==> src/pt32_pkg.sv <==
package pt32_pkg;
  // Register byte offsets on the APB map
  localparam logic [7:0] OFS_CTRL_EVEN = 8'h00;
  localparam logic [7:0] OFS_CTRL_ODD = 8'h04;
  localparam logic [7:0] OFS_PER_EVEN = 8'h08;
  localparam logic [7:0] OFS_PER_ODD = 8'h0C;
  localparam logic [7:0] OFS_CNT_EVEN = 8'h10;
  localparam logic [7:0] OFS_CNT_ODD = 8'h14;
  localparam logic [7:0] OFS_FLAGS = 8'h18;
  localparam logic [7:0] OFS_IRQ_CFG = 8'h1C;

  // Control register field positions
  localparam int BIT_RUN_ON = 15;
  localparam int BIT_IDLE_HALT = 13;
  localparam int BIT_GATE_ACCUMULATE = 6;
  localparam int BIT_PRESCALE_HI = 5;
  localparam int BIT_PRESCALE_LO = 4;
  localparam int BIT_PAIR_JOIN = 3;
  localparam int BIT_CLOCK_SOURCE = 1;

  // Writable bits; everything else reads as zero
  localparam logic [15:0] CTRL_MASK_EVEN = 16'hA07A;
  localparam logic [15:0] CTRL_MASK_ODD = 16'hA072;

  // Interrupt config fields
  localparam int BIT_IE_EVEN = 0;
  localparam int BIT_IE_ODD = 1;
  localparam int BIT_PRIO_EVEN_LO = 4;
  localparam int BIT_PRIO_ODD_LO = 8;

  // Reset values
  localparam logic [15:0] CTRL_RESET = 16'h0000;
  localparam logic [15:0] PER_RESET = 16'h0000;
  localparam logic [15:0] CNT_RESET = 16'h0000;
  localparam logic [2:0] PRIO_RESET = 3'h0;

  // Prescaler terminal counts for 1:1, 1:8, 1:64, 1:256
  localparam logic [7:0] PS_LIMIT_1 = 8'h00;
  localparam logic [7:0] PS_LIMIT_8 = 8'h07;
  localparam logic [7:0] PS_LIMIT_64 = 8'h3F;
  localparam logic [7:0] PS_LIMIT_256 = 8'hFF;

  // Pair that feeds capture/compare, DMA and converter 1; pair that feeds converter 2
  localparam int PAIR_TB_DMA_ADC1 = 1;
  localparam int PAIR_ADC2 = 2;

  typedef enum logic [1:0] {
    PT32_PS_DIV1 = 2'b00,
    PT32_PS_DIV8 = 2'b01,
    PT32_PS_DIV64 = 2'b10,
    PT32_PS_DIV256 = 2'b11
  } pt32_ps_t;

  function automatic logic [7:0] ps_limit(input logic [1:0] code);
    case (pt32_ps_t'(code))
      PT32_PS_DIV1: ps_limit = PS_LIMIT_1;
      PT32_PS_DIV8: ps_limit = PS_LIMIT_8;
      PT32_PS_DIV64: ps_limit = PS_LIMIT_64;
      PT32_PS_DIV256: ps_limit = PS_LIMIT_256;
      default: ps_limit = PS_LIMIT_1;
    endcase
  endfunction : ps_limit
endpackage : pt32_pkg

==> src/pt32_front.sv <==
`timescale 1ns/10ps
`default_nettype none
module pt32_front (
  input wire logic pclk,
  input wire logic presetn,
  input wire logic run,
  input wire logic pin,
  input wire logic clock_source_select,
  input wire logic gate_accumulate,
  input wire logic [1:0] prescale_select,
  output logic tick,
  output logic gate_fall
);
  logic pin_q;
  logic [7:0] ps_cnt;
  logic gated;
  logic raw;
  logic [7:0] limit;

  // Previous pin level for edge detection
  always_ff @(posedge pclk or negedge presetn) begin
    if (!presetn) begin
      pin_q <= 1'b0;
    end else begin
      pin_q <= pin;
    end
  end

  // Gating only applies with the internal clock selected
  assign gated = gate_accumulate & ~clock_source_select; // see [RULE_12]
  // External source counts rising edges; gated internal counts while pin high
  assign raw = clock_source_select ? (pin & ~pin_q) : (gated ? pin : 1'b1); // see [RULE_15]
  assign limit = pt32_pkg::ps_limit(prescale_select);

  // Prescaler, cleared while stopped so a restart begins a full period
  always_ff @(posedge pclk or negedge presetn) begin
    if (!presetn) begin
      ps_cnt <= pt32_pkg::PS_LIMIT_1;
    end else if (!run) begin
      ps_cnt <= pt32_pkg::PS_LIMIT_1;
    end else if (raw) begin
      ps_cnt <= (ps_cnt >= limit) ? pt32_pkg::PS_LIMIT_1 : ps_cnt + 8'h01; // see [RULE_13]
    end
  end

  assign tick = run & raw & (ps_cnt >= limit); // see [RULE_13]
  assign gate_fall = run & gated & ~pin & pin_q; // see [RULE_21]
endmodule : pt32_front
`default_nettype wire

==> src/pt32_top.sv <==
`timescale 1ns/10ps
`default_nettype none
// Summary of operation
// [RULE_01] Pair splits into two 16-bit timers
// [RULE_02] Each 16-bit timer runs synchronous timer/counter
// [RULE_03] Paired: even low word, odd high word
// [RULE_04] Paired: odd control register fully ignored
// [RULE_05] Paired: even clock/gate, odd interrupt flag
// [RULE_06] Paired: interrupt on 32-bit period match
// [RULE_07] Period is odd high, even low
// [RULE_08] Count pair: odd high, even low
// [RULE_09] Run bit starts/stops timer or pair
// [RULE_10] Idle-halt bit stops timer in idle
// [RULE_11] Software clears idle-halt for paired idle running
// [RULE_12] Gate accumulate only with internal clock
// [RULE_13] Prescale codes divide 1, 8, 64, 256
// [RULE_14] Pair-join bit on even register joins timers
// [RULE_15] Clock source: external rising edge or internal
// [RULE_16] Unimplemented control bits read zero
// [RULE_17] Only first pair gives capture/compare time base
// [RULE_18] First pair triggers converter 1, second converter 2
// [RULE_19] Only first pair requests DMA transfers
// [RULE_20] Software sets run bit after other setup
// [RULE_21] Gate falling edge raises timer interrupt
// [RULE_22] Count increments, wraps at period, sets flag
module pt32_top #(
  parameter int PAIR_INDEX = 1
) (
  input wire logic pclk,
  input wire logic presetn,
  input wire logic psel,
  input wire logic penable,
  input wire logic pwrite,
  input wire logic [7:0] paddr,
  input wire logic [31:0] pwdata,
  output logic [31:0] prdata,
  output logic pready,
  output logic pslverr,
  input wire logic idle_mode,
  input wire logic external_timer_clock_pin_even,
  input wire logic external_timer_clock_pin_odd,
  output logic irq_even,
  output logic irq_odd,
  output logic [2:0] timer_irq_priority_even,
  output logic [2:0] timer_irq_priority_odd,
  output logic adc1_trigger,
  output logic adc2_trigger,
  output logic dma_request,
  output logic [15:0] time_base_even,
  output logic [15:0] time_base_odd
);
  logic [15:0] ctrl_even;
  logic [15:0] ctrl_odd;
  logic [15:0] per_even;
  logic [15:0] per_odd;
  logic [15:0] cnt_even;
  logic [15:0] cnt_odd;
  logic flag_even;
  logic flag_odd;
  logic ie_even;
  logic ie_odd;
  logic [2:0] prio_even;
  logic [2:0] prio_odd;
  logic wr;
  logic pair;
  logic run_even;
  logic run_odd;
  logic tick_even;
  logic tick_odd;
  logic fall_even;
  logic fall_odd;
  logic match_even;
  logic match_odd;
  logic match32;
  logic ev_even;
  logic ev_odd;
  logic pair_match;
  logic wr_cnt_even;
  logic wr_cnt_odd;

  function automatic logic addr_ok(input logic [7:0] a);
    case (a)
      pt32_pkg::OFS_CTRL_EVEN, pt32_pkg::OFS_CTRL_ODD, pt32_pkg::OFS_PER_EVEN, pt32_pkg::OFS_PER_ODD,
      pt32_pkg::OFS_CNT_EVEN, pt32_pkg::OFS_CNT_ODD, pt32_pkg::OFS_FLAGS, pt32_pkg::OFS_IRQ_CFG: addr_ok = 1'b1;
      default: addr_ok = 1'b0;
    endcase
  endfunction : addr_ok

  // Zero-wait slave; write lands on the access edge
  assign pready = 1'b1;
  assign pslverr = psel & penable & ~addr_ok(paddr);
  assign wr = psel & penable & pwrite & addr_ok(paddr);
  assign wr_cnt_even = wr & (paddr == pt32_pkg::OFS_CNT_EVEN);
  assign wr_cnt_odd = wr & (paddr == pt32_pkg::OFS_CNT_ODD);

  // Mode decode
  assign pair = ctrl_even[pt32_pkg::BIT_PAIR_JOIN]; // see [RULE_14]
  assign run_even = ctrl_even[pt32_pkg::BIT_RUN_ON] & ~(ctrl_even[pt32_pkg::BIT_IDLE_HALT] & idle_mode); // see [RULE_09] [RULE_10]
  // Odd half is parked while paired, its control bits have no effect
  assign run_odd = ~pair & ctrl_odd[pt32_pkg::BIT_RUN_ON]
                   & ~(ctrl_odd[pt32_pkg::BIT_IDLE_HALT] & idle_mode); // see [RULE_04] [RULE_01]

  pt32_front u_front_even (
    .pclk(pclk),
    .presetn(presetn),
    .run(run_even),
    .pin(external_timer_clock_pin_even),
    .clock_source_select(ctrl_even[pt32_pkg::BIT_CLOCK_SOURCE]),
    .gate_accumulate(ctrl_even[pt32_pkg::BIT_GATE_ACCUMULATE]),
    .prescale_select(ctrl_even[pt32_pkg::BIT_PRESCALE_HI:pt32_pkg::BIT_PRESCALE_LO]),
    .tick(tick_even),
    .gate_fall(fall_even)
  );

  pt32_front u_front_odd (
    .pclk(pclk),
    .presetn(presetn),
    .run(run_odd),
    .pin(external_timer_clock_pin_odd),
    .clock_source_select(ctrl_odd[pt32_pkg::BIT_CLOCK_SOURCE]),
    .gate_accumulate(ctrl_odd[pt32_pkg::BIT_GATE_ACCUMULATE]),
    .prescale_select(ctrl_odd[pt32_pkg::BIT_PRESCALE_HI:pt32_pkg::BIT_PRESCALE_LO]),
    .tick(tick_odd),
    .gate_fall(fall_odd)
  );

  // Period compare, 32-bit period is odd:even
  assign match_even = (cnt_even == per_even);
  assign match_odd = (cnt_odd == per_odd);
  assign match32 = match_even & match_odd; // see [RULE_07]
  assign pair_match = pair ? (tick_even & match32) : (tick_even & match_even);

  // Paired events go to the odd flag, the even flag stays quiet
  assign ev_even = ~pair & ((tick_even & match_even) | fall_even); // see [RULE_22]
  assign ev_odd = pair ? ((tick_even & match32) | fall_even) : ((tick_odd & match_odd) | fall_odd); // see [RULE_05] [RULE_06]

  // Control registers; unimplemented bits never store
  always_ff @(posedge pclk or negedge presetn) begin
    if (!presetn) begin
      ctrl_even <= pt32_pkg::CTRL_RESET;
      ctrl_odd <= pt32_pkg::CTRL_RESET;
    end else if (wr) begin
      if (paddr == pt32_pkg::OFS_CTRL_EVEN) begin
        ctrl_even <= pwdata[15:0] & pt32_pkg::CTRL_MASK_EVEN; // see [RULE_16]
      end
      if (paddr == pt32_pkg::OFS_CTRL_ODD) begin
        ctrl_odd <= pwdata[15:0] & pt32_pkg::CTRL_MASK_ODD; // see [RULE_16]
      end
    end
  end

  // Period registers
  always_ff @(posedge pclk or negedge presetn) begin
    if (!presetn) begin
      per_even <= pt32_pkg::PER_RESET;
      per_odd <= pt32_pkg::PER_RESET;
    end else if (wr) begin
      if (paddr == pt32_pkg::OFS_PER_EVEN) begin
        per_even <= pwdata[15:0];
      end
      if (paddr == pt32_pkg::OFS_PER_ODD) begin
        per_odd <= pwdata[15:0];
      end
    end
  end

  // Even count: low word when paired; software write beats a tick
  always_ff @(posedge pclk or negedge presetn) begin
    if (!presetn) begin
      cnt_even <= pt32_pkg::CNT_RESET;
    end else if (wr_cnt_even) begin
      cnt_even <= pwdata[15:0];
    end else if (tick_even) begin
      if (pair ? match32 : match_even) begin
        cnt_even <= pt32_pkg::CNT_RESET; // see [RULE_22]
      end else begin
        cnt_even <= cnt_even + 16'h0001; // see [RULE_02] [RULE_08]
      end
    end
  end

  // Odd count: carries from the even word when paired
  always_ff @(posedge pclk or negedge presetn) begin
    if (!presetn) begin
      cnt_odd <= pt32_pkg::CNT_RESET;
    end else if (wr_cnt_odd) begin
      cnt_odd <= pwdata[15:0];
    end else if (pair) begin
      if (tick_even & match32) begin
        cnt_odd <= pt32_pkg::CNT_RESET; // see [RULE_06]
      end else if (tick_even & (cnt_even == 16'hFFFF)) begin
        cnt_odd <= cnt_odd + 16'h0001; // see [RULE_03] [RULE_08]
      end
    end else if (tick_odd) begin
      cnt_odd <= match_odd ? pt32_pkg::CNT_RESET : cnt_odd + 16'h0001; // see [RULE_02]
    end
  end

  // Sticky flags, write one to clear; a same-cycle event wins
  always_ff @(posedge pclk or negedge presetn) begin
    if (!presetn) begin
      flag_even <= 1'b0;
      flag_odd <= 1'b0;
    end else begin
      flag_even <= ev_even | (flag_even & ~(wr & (paddr == pt32_pkg::OFS_FLAGS) & pwdata[0])); // see [RULE_21]
      flag_odd <= ev_odd | (flag_odd & ~(wr & (paddr == pt32_pkg::OFS_FLAGS) & pwdata[1])); // see [RULE_05]
    end
  end

  // Interrupt enable and priority
  always_ff @(posedge pclk or negedge presetn) begin
    if (!presetn) begin
      ie_even <= 1'b0;
      ie_odd <= 1'b0;
      prio_even <= pt32_pkg::PRIO_RESET;
      prio_odd <= pt32_pkg::PRIO_RESET;
    end else if (wr & (paddr == pt32_pkg::OFS_IRQ_CFG)) begin
      ie_even <= pwdata[pt32_pkg::BIT_IE_EVEN];
      ie_odd <= pwdata[pt32_pkg::BIT_IE_ODD];
      prio_even <= pwdata[pt32_pkg::BIT_PRIO_EVEN_LO +: 3];
      prio_odd <= pwdata[pt32_pkg::BIT_PRIO_ODD_LO +: 3];
    end
  end

  assign irq_even = flag_even & ie_even;
  assign irq_odd = flag_odd & ie_odd; // see [RULE_05]
  assign timer_irq_priority_even = prio_even;
  assign timer_irq_priority_odd = prio_odd;

  // Peripheral trigger pulses, registered; tied off on pairs that lack them
  always_ff @(posedge pclk or negedge presetn) begin
    if (!presetn) begin
      adc1_trigger <= 1'b0;
      adc2_trigger <= 1'b0;
      dma_request <= 1'b0;
    end else begin
      adc1_trigger <= (PAIR_INDEX == pt32_pkg::PAIR_TB_DMA_ADC1) & pair_match; // see [RULE_18]
      adc2_trigger <= (PAIR_INDEX == pt32_pkg::PAIR_ADC2) & pair_match; // see [RULE_18]
      dma_request <= (PAIR_INDEX == pt32_pkg::PAIR_TB_DMA_ADC1) & (ev_even | ev_odd); // see [RULE_19]
    end
  end

  // Capture/compare time base straight from the count flops
  assign time_base_even = (PAIR_INDEX == pt32_pkg::PAIR_TB_DMA_ADC1) ? cnt_even : 16'h0000; // see [RULE_17]
  assign time_base_odd = (PAIR_INDEX == pt32_pkg::PAIR_TB_DMA_ADC1) ? cnt_odd : 16'h0000; // see [RULE_17]

  // Read data captured in the setup cycle, ready for the access phase
  always_ff @(posedge pclk or negedge presetn) begin
    if (!presetn) begin
      prdata <= 32'h00000000;
    end else if (psel & ~penable & ~pwrite) begin
      case (paddr)
        pt32_pkg::OFS_CTRL_EVEN: prdata <= {16'h0000, ctrl_even};
        pt32_pkg::OFS_CTRL_ODD: prdata <= {16'h0000, ctrl_odd};
        pt32_pkg::OFS_PER_EVEN: prdata <= {16'h0000, per_even};
        pt32_pkg::OFS_PER_ODD: prdata <= {16'h0000, per_odd};
        pt32_pkg::OFS_CNT_EVEN: prdata <= {16'h0000, cnt_even};
        pt32_pkg::OFS_CNT_ODD: prdata <= {16'h0000, cnt_odd};
        pt32_pkg::OFS_FLAGS: prdata <= {30'h0, flag_odd, flag_even};
        pt32_pkg::OFS_IRQ_CFG: prdata <= {21'h0, prio_odd, 1'b0, prio_even, 2'h0, ie_odd, ie_even};
        default: prdata <= 32'h00000000;
      endcase
    end
  end
endmodule : pt32_top
`default_nettype wire
==> config.mk <==
export PLATFORM = sky130hd
export DESIGN_NAME = pt32_top
export DESIGN_NICKNAME = d
export VERILOG_FILES = /design/src/pt32_pkg.sv /design/src/pt32_front.sv /design/src/pt32_top.sv
export SDC_FILE = /design/constraint.sdc
export NUM_CORES = 1
export LEC_CHECK = 0
export BUFFER_PORTS_ARGS = -buffer_cell sky130_fd_sc_hd__buf_2
export CAP_MARGIN = 0
export CORE_MARGIN = 2
export CORE_UTILIZATION = 23
export CTS_BUF_LIST = sky130_fd_sc_hd__clkbuf_8
export DETAILED_ROUTE_END_ITERATION = 12
export MAX_ROUTING_LAYER = met4
export PLACE_DENSITY = 0.47
export SLEW_MARGIN = 20
export SYNTH_ARGS = -nofsm -noshare
export SYNTH_HDL_FRONTEND = slang
export SYNTH_HIERARCHICAL = 1
export SYNTH_SLANG_ARGS = --single-unit
export TNS_END_PERCENT = 20
==> constraint.sdc <==
create_clock -name pclk -period 3.9 [get_ports pclk]
set_clock_uncertainty 0.2 [all_clocks]
set_input_delay 0.195 -clock pclk [delete_from_list [all_inputs] [get_ports pclk]]
set_output_delay 0.195 -clock pclk [all_outputs]
set_load 0.01 [all_outputs]
# Yosys cells after proc, flatten, opt, wreduce, memory -nomap -nowiden
# Memory sizes are Yosys's and may differ from the RTL's.
# Index checks and enable logic that the tools add are counted.
[word_totals] rom_bits=64 inputBits=48 memories=2 ff_bits=139 elab_cells=145
[op_classes] n_reduce_logical=11 bitwise=61 muxes=27 n_addsub=4 n_lt_le_gt_ge=2 n_eq_ne=19
[memory_table] memory="(name not given)" depth=32 word_bits=1 rd=1 rd_ports_with_merged_regs=0 wr=0 line="pt32_top.sv:82" text="case (a)"
[memory_table] memory="(name not given)" depth=32 word_bits=1 rd=1 rd_ports_with_merged_regs=0 wr=0 line="pt32_top.sv:82"
[ops] cell="16-bit two-way mux" n=9
[ops] cell="16-bit case mux with 8 select lines" n=1
[ops] cell="8-bit case mux with 4 select lines" n=2
[ops] cell="8-bit two-way mux" n=6
[ops] cell="1-bit bitwise AND" n=41
[ops] cell="16-bit by 1-bit adder with 16-bit output, second input constant" n=2
[ops] cell="16-bit equality test" n=2
[ops] cell="8-bit by 5-bit equality test with 1-bit output, second input constant" n=4
[ops] cell="8-bit by 1-bit adder with 8-bit output, second input constant" n=2
[ops] cell="16-bit equality test, second input constant" n=1
[ops] cell="8-bit by 4-bit equality test with 1-bit output, second input constant" n=2
[ops] cell="8-bit >= comparator" n=2
[ops] cell="1-bit NOT" n=14
[ops] cell="2-bit AND reduction" n=5
[ops] cell="1-bit two-way mux" n=9
[ops] cell="2-bit equality test, second input constant" n=4
[ops] cell="8-bit by 3-bit equality test with 1-bit output, second input constant" n=1
[ops] cell="8-bit zero test" n=1
[ops] cell="1-bit bitwise OR" n=6
[ops] cell="2-bit by 1-bit equality test with 1-bit output, second input constant" n=2
[ops] cell="2-bit zero test" n=2
[ops] cell="2-bit inequality test, second input constant" n=2
[ops] cell="4-bit by 1-bit inequality test with 1-bit output, second input constant" n=1
[ops] cell="3-bit zero test" n=1
[ops] cell="other kinds (2)" n=2

# Logic depth before layout (Yosys ltp)
[depth] depth_word=11 depth_mapped=17 depth_no_buf=13

# By module
# Netlist, hierarchy kept.
[modules_own_cells] mod="pt32_top" seq_area_each_um2=2627.5 n_inst=1 cells_each=581 area_per_inst_um2=5977.0
[modules_own_cells] mod="pt32_front" seq_area_each_um2=225.2 n_inst=2 cells_each=68 area_per_inst_um2=661.9

# Least setup slack after synthesis
# No wires, ideal clock.
[synth_timing] path_type="reg2reg" startpoint="register ctrl_even[5]" endpoint="register cnt_odd[14] (netlist: time_base_odd[14])" stages_incl_launch_ff=17 setup_slack_ps=908 synth_period_minus_slack_ps=2992 t_arrival_ps=2668 setup_ps=124 path_cell_list="dfrtp_1 > nor2_1 > ha_1 > o2bb2ai_1 > a21oi_1 > o21bai_1 > a21oi_1 > nor2_1 > clkbuf_1 > nand3_1 > o32ai_1 > nor2_1 > and2_1 > buf_6 > buf_4 > o2bb2ai_1 > a211o_1"
[synth_via] elab_chain_len=8 word_cells_on_any_way=14
[synth_lines] element="from (decl)" line="pt32_top.sv:52" text="logic [15:0] ctrl_even;"
[synth_lines] element="from (signal assigned)" line="pt32_top.sv:140" text="ctrl_even <= pt32_pkg::CTRL_RESET;"
[synth_lines] element="from (signal assigned)" line="pt32_top.sv:144" text="ctrl_even <= pwdata[15:0] & pt32_pkg::CTRL_MASK_EVEN;"
[synth_lines] element="2-bit equality test, or another cell as far along" line="pt32_pkg.sv:55" text="case (pt32_ps_t'(code))"
[synth_lines] element="8-bit case mux with 4 select lines (*)" line="pt32_pkg.sv:55"
[synth_lines] element="8-bit >= comparator (*)" line="pt32_front.sv:46" text="assign tick = run & raw & (ps_cnt >= limit);"
[synth_lines] element="1-bit bitwise AND (*)" line="pt32_front.sv:46"
[synth_lines] element="named net tick_even" line="pt32_top.sv:68" text="logic tick_even;"
[synth_lines] element="1-bit bitwise AND" line="pt32_top.sv:189" text="if (tick_even & match32) begin"
[synth_lines] element="16-bit two-way mux" line="pt32_top.sv:189"
[synth_lines] element="16-bit two-way mux" line="pt32_top.sv:188" text="end else if (pair) begin"
[synth_lines] element="16-bit two-way mux" line="pt32_top.sv:186" text="end else if (wr_cnt_odd) begin"
[synth_lines] element="to (signal assigned)" line="pt32_top.sv:185" text="cnt_odd <= pt32_pkg::CNT_RESET;"
[synth_lines] element="to (signal assigned)" line="pt32_top.sv:187" text="cnt_odd <= pwdata[15:0];"
[synth_lines] element="to (signal assigned)" line="pt32_top.sv:190" text="cnt_odd <= pt32_pkg::CNT_RESET;"
[synth_lines] element="to (decl)" line="pt32_top.sv:57" text="logic [15:0] cnt_odd;"
# Mark *: on every way through the listed nets, which the timed path passes. The rest lies on a longest branch.
# A chain may end at the register's enable or synchronous reset.

# Final worst setup path
[layout_timing] startpoint="register ctrl_even[5]" endpoint="register cnt_odd[11] (netlist: time_base_odd[11])"
# The elaborated chain is that of the path after synthesis.

==> reports/qor.yml <==
ant_nets: 0
drive_above_1_share_pct: 27.98
wl_met2_um: 12060
yosys_warnings: 6
yosysMostFrequentCell: "dfrtp_1"
seq_area_frac_synth_pct: 42.16
dpl-instance-area_um2: 8150
ys_ff_latch: 123
seq_area_um2: 3078
required_ns: 4.04
dp_cells: 1194
n_fill_cell: 3362
critPathLaunchType: "flop"
rows: 65
die_area_um2: 33180
final_nets: 894
clock.fmax_mhz: 287.7
multiInputGateArea_um2: 3884
final-setup-viol-count: 0
cts_buffer_depth: 2
synth_cells: 717
min_period_ns: 3.476
die_w_um: 182.2
crit_arrival_ns: 3.62
pwr-share-comb_pct: 9.1
p_int_w: 0.002032
p_seq_share_pct: 48.4
start_util_pct: 23.26
min_path_type: "in -> reg"
drt-total-wl_um: 25330
max_slew_margin_pct: 39.01
ys_async_sr_fraction_pct: 100.0
p_clk_share_pct: 42.6
grt_pass1_wl_um: 37970
setup.worst_path.end_class: "flop"
switchingPower_w: 0.0007317
synth.distinct_cells: 74
grt_usage_pct: 15.92
via_per_inst: 4.950
yosysTopAreaCell: "dfrtp_1"
clkTransAtPathRegs_ns: 0.08
ir_drop_uv: 175.5
synth_area_leaders: "dfrtp_1 42%, mux2_2 7.6%, xnor2_1 4.1%, ha_1 2.7%, nand2_1 2.7%"
cts_root_buffer: "clkbuf_8"
dp_hpwl_um: 18850
synth_top_area_share_pct: 42.16
hold_viol: 0
critPathKind: "reg -> reg"
io_pins: 125
first_pass_iters: 5
port_buffers: 90
routed.top_layer: "met4"
synth_ff_type: "dfrtp_1"
area_growth_pct: 19.71
synth_common_cells: "123 x dfrtp_1, 53 x nand2_1, 51 x nor2_1"
wl_met3_um: 1246
first_iter_violations: 472
worst-path-max-fanout: 18
wl_per_cell_um: 20.37
overflow: 0
worst_slew_pin_slew_ns: 0.9132
place_congestion: 0.8203
stdcell_count: 1243
syn_avg_cell_area_um2: 10.18
cts_tree: "built"
grt_max_degree: 88
die_y_um: 182.2
antenna_found_initial: 1
grt_pass1_vias: 5873
core_um2: 31390
rsz0062_at_grt: "no"
synth-edff-count: 0
finalSetupTns_ns: 0
cap_violations: 0
clk_latency_ns: 0.45
fin_crit_sh_pct: 89.14
swShare_pct: 26.47
wl_met1_um: 11710
num_vias: 6153
hold_slack_ns: 0.1481
drcViolationCount: 0
finalMaxSlewViolations: 0
run_status: "finished clean"
power_leakage_nw: 3.912
fin_area_um2: 8740
netlist_area_um2: 7301
clock_sinks: 123
p_per_area_nw_per_um2: 316.2
cts_max_level: 4
numCtsBuffers: 17
-- timing repair --
action / CTS / global route
resized for setup: 0 / 0
hold buffers: 19 / 0
endpoints found under the hold margin: 146 / 0
buffers inserted: 0 / 0
-- final timing paths --
check                           slack, ns                                 end                startpoint  cells after the start
worst max-delay path                 0.42       time_base_odd[11]$_DFFE_PN0P_  ctrl_even[5]$_DFFE_PN0P_                     14
worst min register to register       0.32                 flag_even$_DFF_PN0_       flag_even$_DFF_PN0_                      1
worst min-delay path                 0.15              prdata[15]$_DFFE_PN0P_                    pwrite                      4
min in group asynchronous            0.20  u_front_even/ps_cnt[4]$_DFFE_PN0P_                   presetn                      2
worst max register to register       0.42       time_base_odd[11]$_DFFE_PN0P_  ctrl_even[5]$_DFFE_PN0P_                     14
max in group asynchronous            2.46             ctrl_odd[4]$_DFFE_PN0P_                   presetn                      3
-- placed cells by master (no fill, tap or decap), types with 5 or more instances in the layout --
| cell type | netlist | final |
|---|---|---|
| a22o_1 | 6 | 6 |
| buf_4 | 22 | 23 |
| and2_1 | 5 | 5 |
| mux2_1 | 10 | 10 |
| conb_1 | 2 | 18 |
| clkbuf_8 | 0 | 18 |
| nand2_1 | 53 | 53 |
| nor3_1 | 5 | 5 |
| and3_1 | 13 | 13 |
| a221oi_1 | 8 | 8 |
| inv_1 | 15 | 15 |
| mux2i_1 | 6 | 6 |
| ha_1 | 16 | 16 |
| a22o_2 | 6 | 6 |
| nand2b_1 | 7 | 7 |
| buf_2 | 9 | 89 |
| xor2_1 | 5 | 5 |
| o21ai_0 | 21 | 21 |
| a31oi_1 | 20 | 20 |
| xnor2_1 | 34 | 34 |
| nand3b_1 | 5 | 5 |
| nor2_1 | 51 | 51 |
| nand3_1 | 35 | 35 |
| nand4_1 | 13 | 13 |
| dlygate4sd3_1 | 0 | 19 |
| mux2_2 | 49 | 49 |
| or4_1 | 8 | 8 |
| nor4_1 | 7 | 7 |
| a21oi_1 | 22 | 22 |
| a22oi_1 | 25 | 25 |
| dfrtp_1 | 123 | 123 |
| o2bb2ai_1 | 9 | 9 |
-- registers in the layout, indices dropped and copies added, names as in the netlist, 6 cells and up --
signal               count
per_even                16
per_odd                 16
prdata                  16
time_base_even          16
time_base_odd           16
u_front_even/ps_cnt      8
u_front_odd/ps_cnt       8
ctrl_even                7
ctrl_odd                 6
-- layout make-up --
cell class,instances,area share (%)
diodes,1,0.02863
clock buffers,18,2.835
clock inverters,11,1.704
inverters,15,0.6442
multi-input cells,541,44.44
flip-flops and latches,123,35.22
well taps,402,5.755
repair buffers,132,9.377
-- layer usage --
| layer | GRT usage, % | up-vias |
|---|---|---|
| met2 | 24.90 | 169 |
| met5 | - | - |
| li1 | - | 2858 |
| met3 | 3.033 | 20 |
| met4 | 3.968 | 0 |
| met1 | 21.24 | 3106 |
-- metrics by stage --
stage | power [W] | util, % | setup slack [ns]
floorplan | 0.001462 | - | 0.9081
global route | 0.002872 | 27.84 | 0.1356
CTS | 0.002806 | 27.83 | 0.4306
finish | 0.002764 | 27.84 | 0.4236
global placement | 0.001600 | 25.96 | 0.4918
detailed placement | 0.001601 | 25.96 | 0.4401
-- cells by family (layout without fill, tap and decap cells) --
| group | Yosys count | in the layout | synth area share, % |
|---|---|---|---|
| compound gates | 161 | 161 | 16.18 |
| xor+xnor | 40 | 40 | 4.902 |
| fa+ha+maj | 16 | 16 | 2.742 |
| buf+inv | 69 | 176 | 5.655 |
| flops | 123 | 123 | 42.16 |
| mux | 65 | 65 | 9.923 |
| other cells | 2 | 19 | 0.1029 |
| simple gates | 241 | 241 | 18.34 |
-- critical path, cell delays in order (launching register included) --
cell and delay [ns]:
dfrtp_1 0.44, nor2_1 0.09, ha_1 0.29, o2bb2ai_1 0.11, a21oi_1 0.08, o21bai_1 0.23
a21oi_1 0.10, nor2_1 0.15, nand3_1 0.09, o32ai_1 0.48, nor2_1 0.11, and2_1 0.39
buf_4 0.26, o2bb2ai_1 0.11, a211o_1 0.23
-- power by group through the flow --
stage | Sequential [W] | Clock [W] | Combinational, W
floorplan | 0.00137 | 0 | 0.0000947
CTS | 0.00134 | 0.00121 | 0.000255
finish | 0.00134 | 0.00118 | 0.000251
global route | 0.00134 | 0.00126 | 0.000273
detailed placement | 0.00136 | 0 | 0.000239
global placement | 0.00136 | 0 | 0.000240
(Power assumes the default switching activity.)
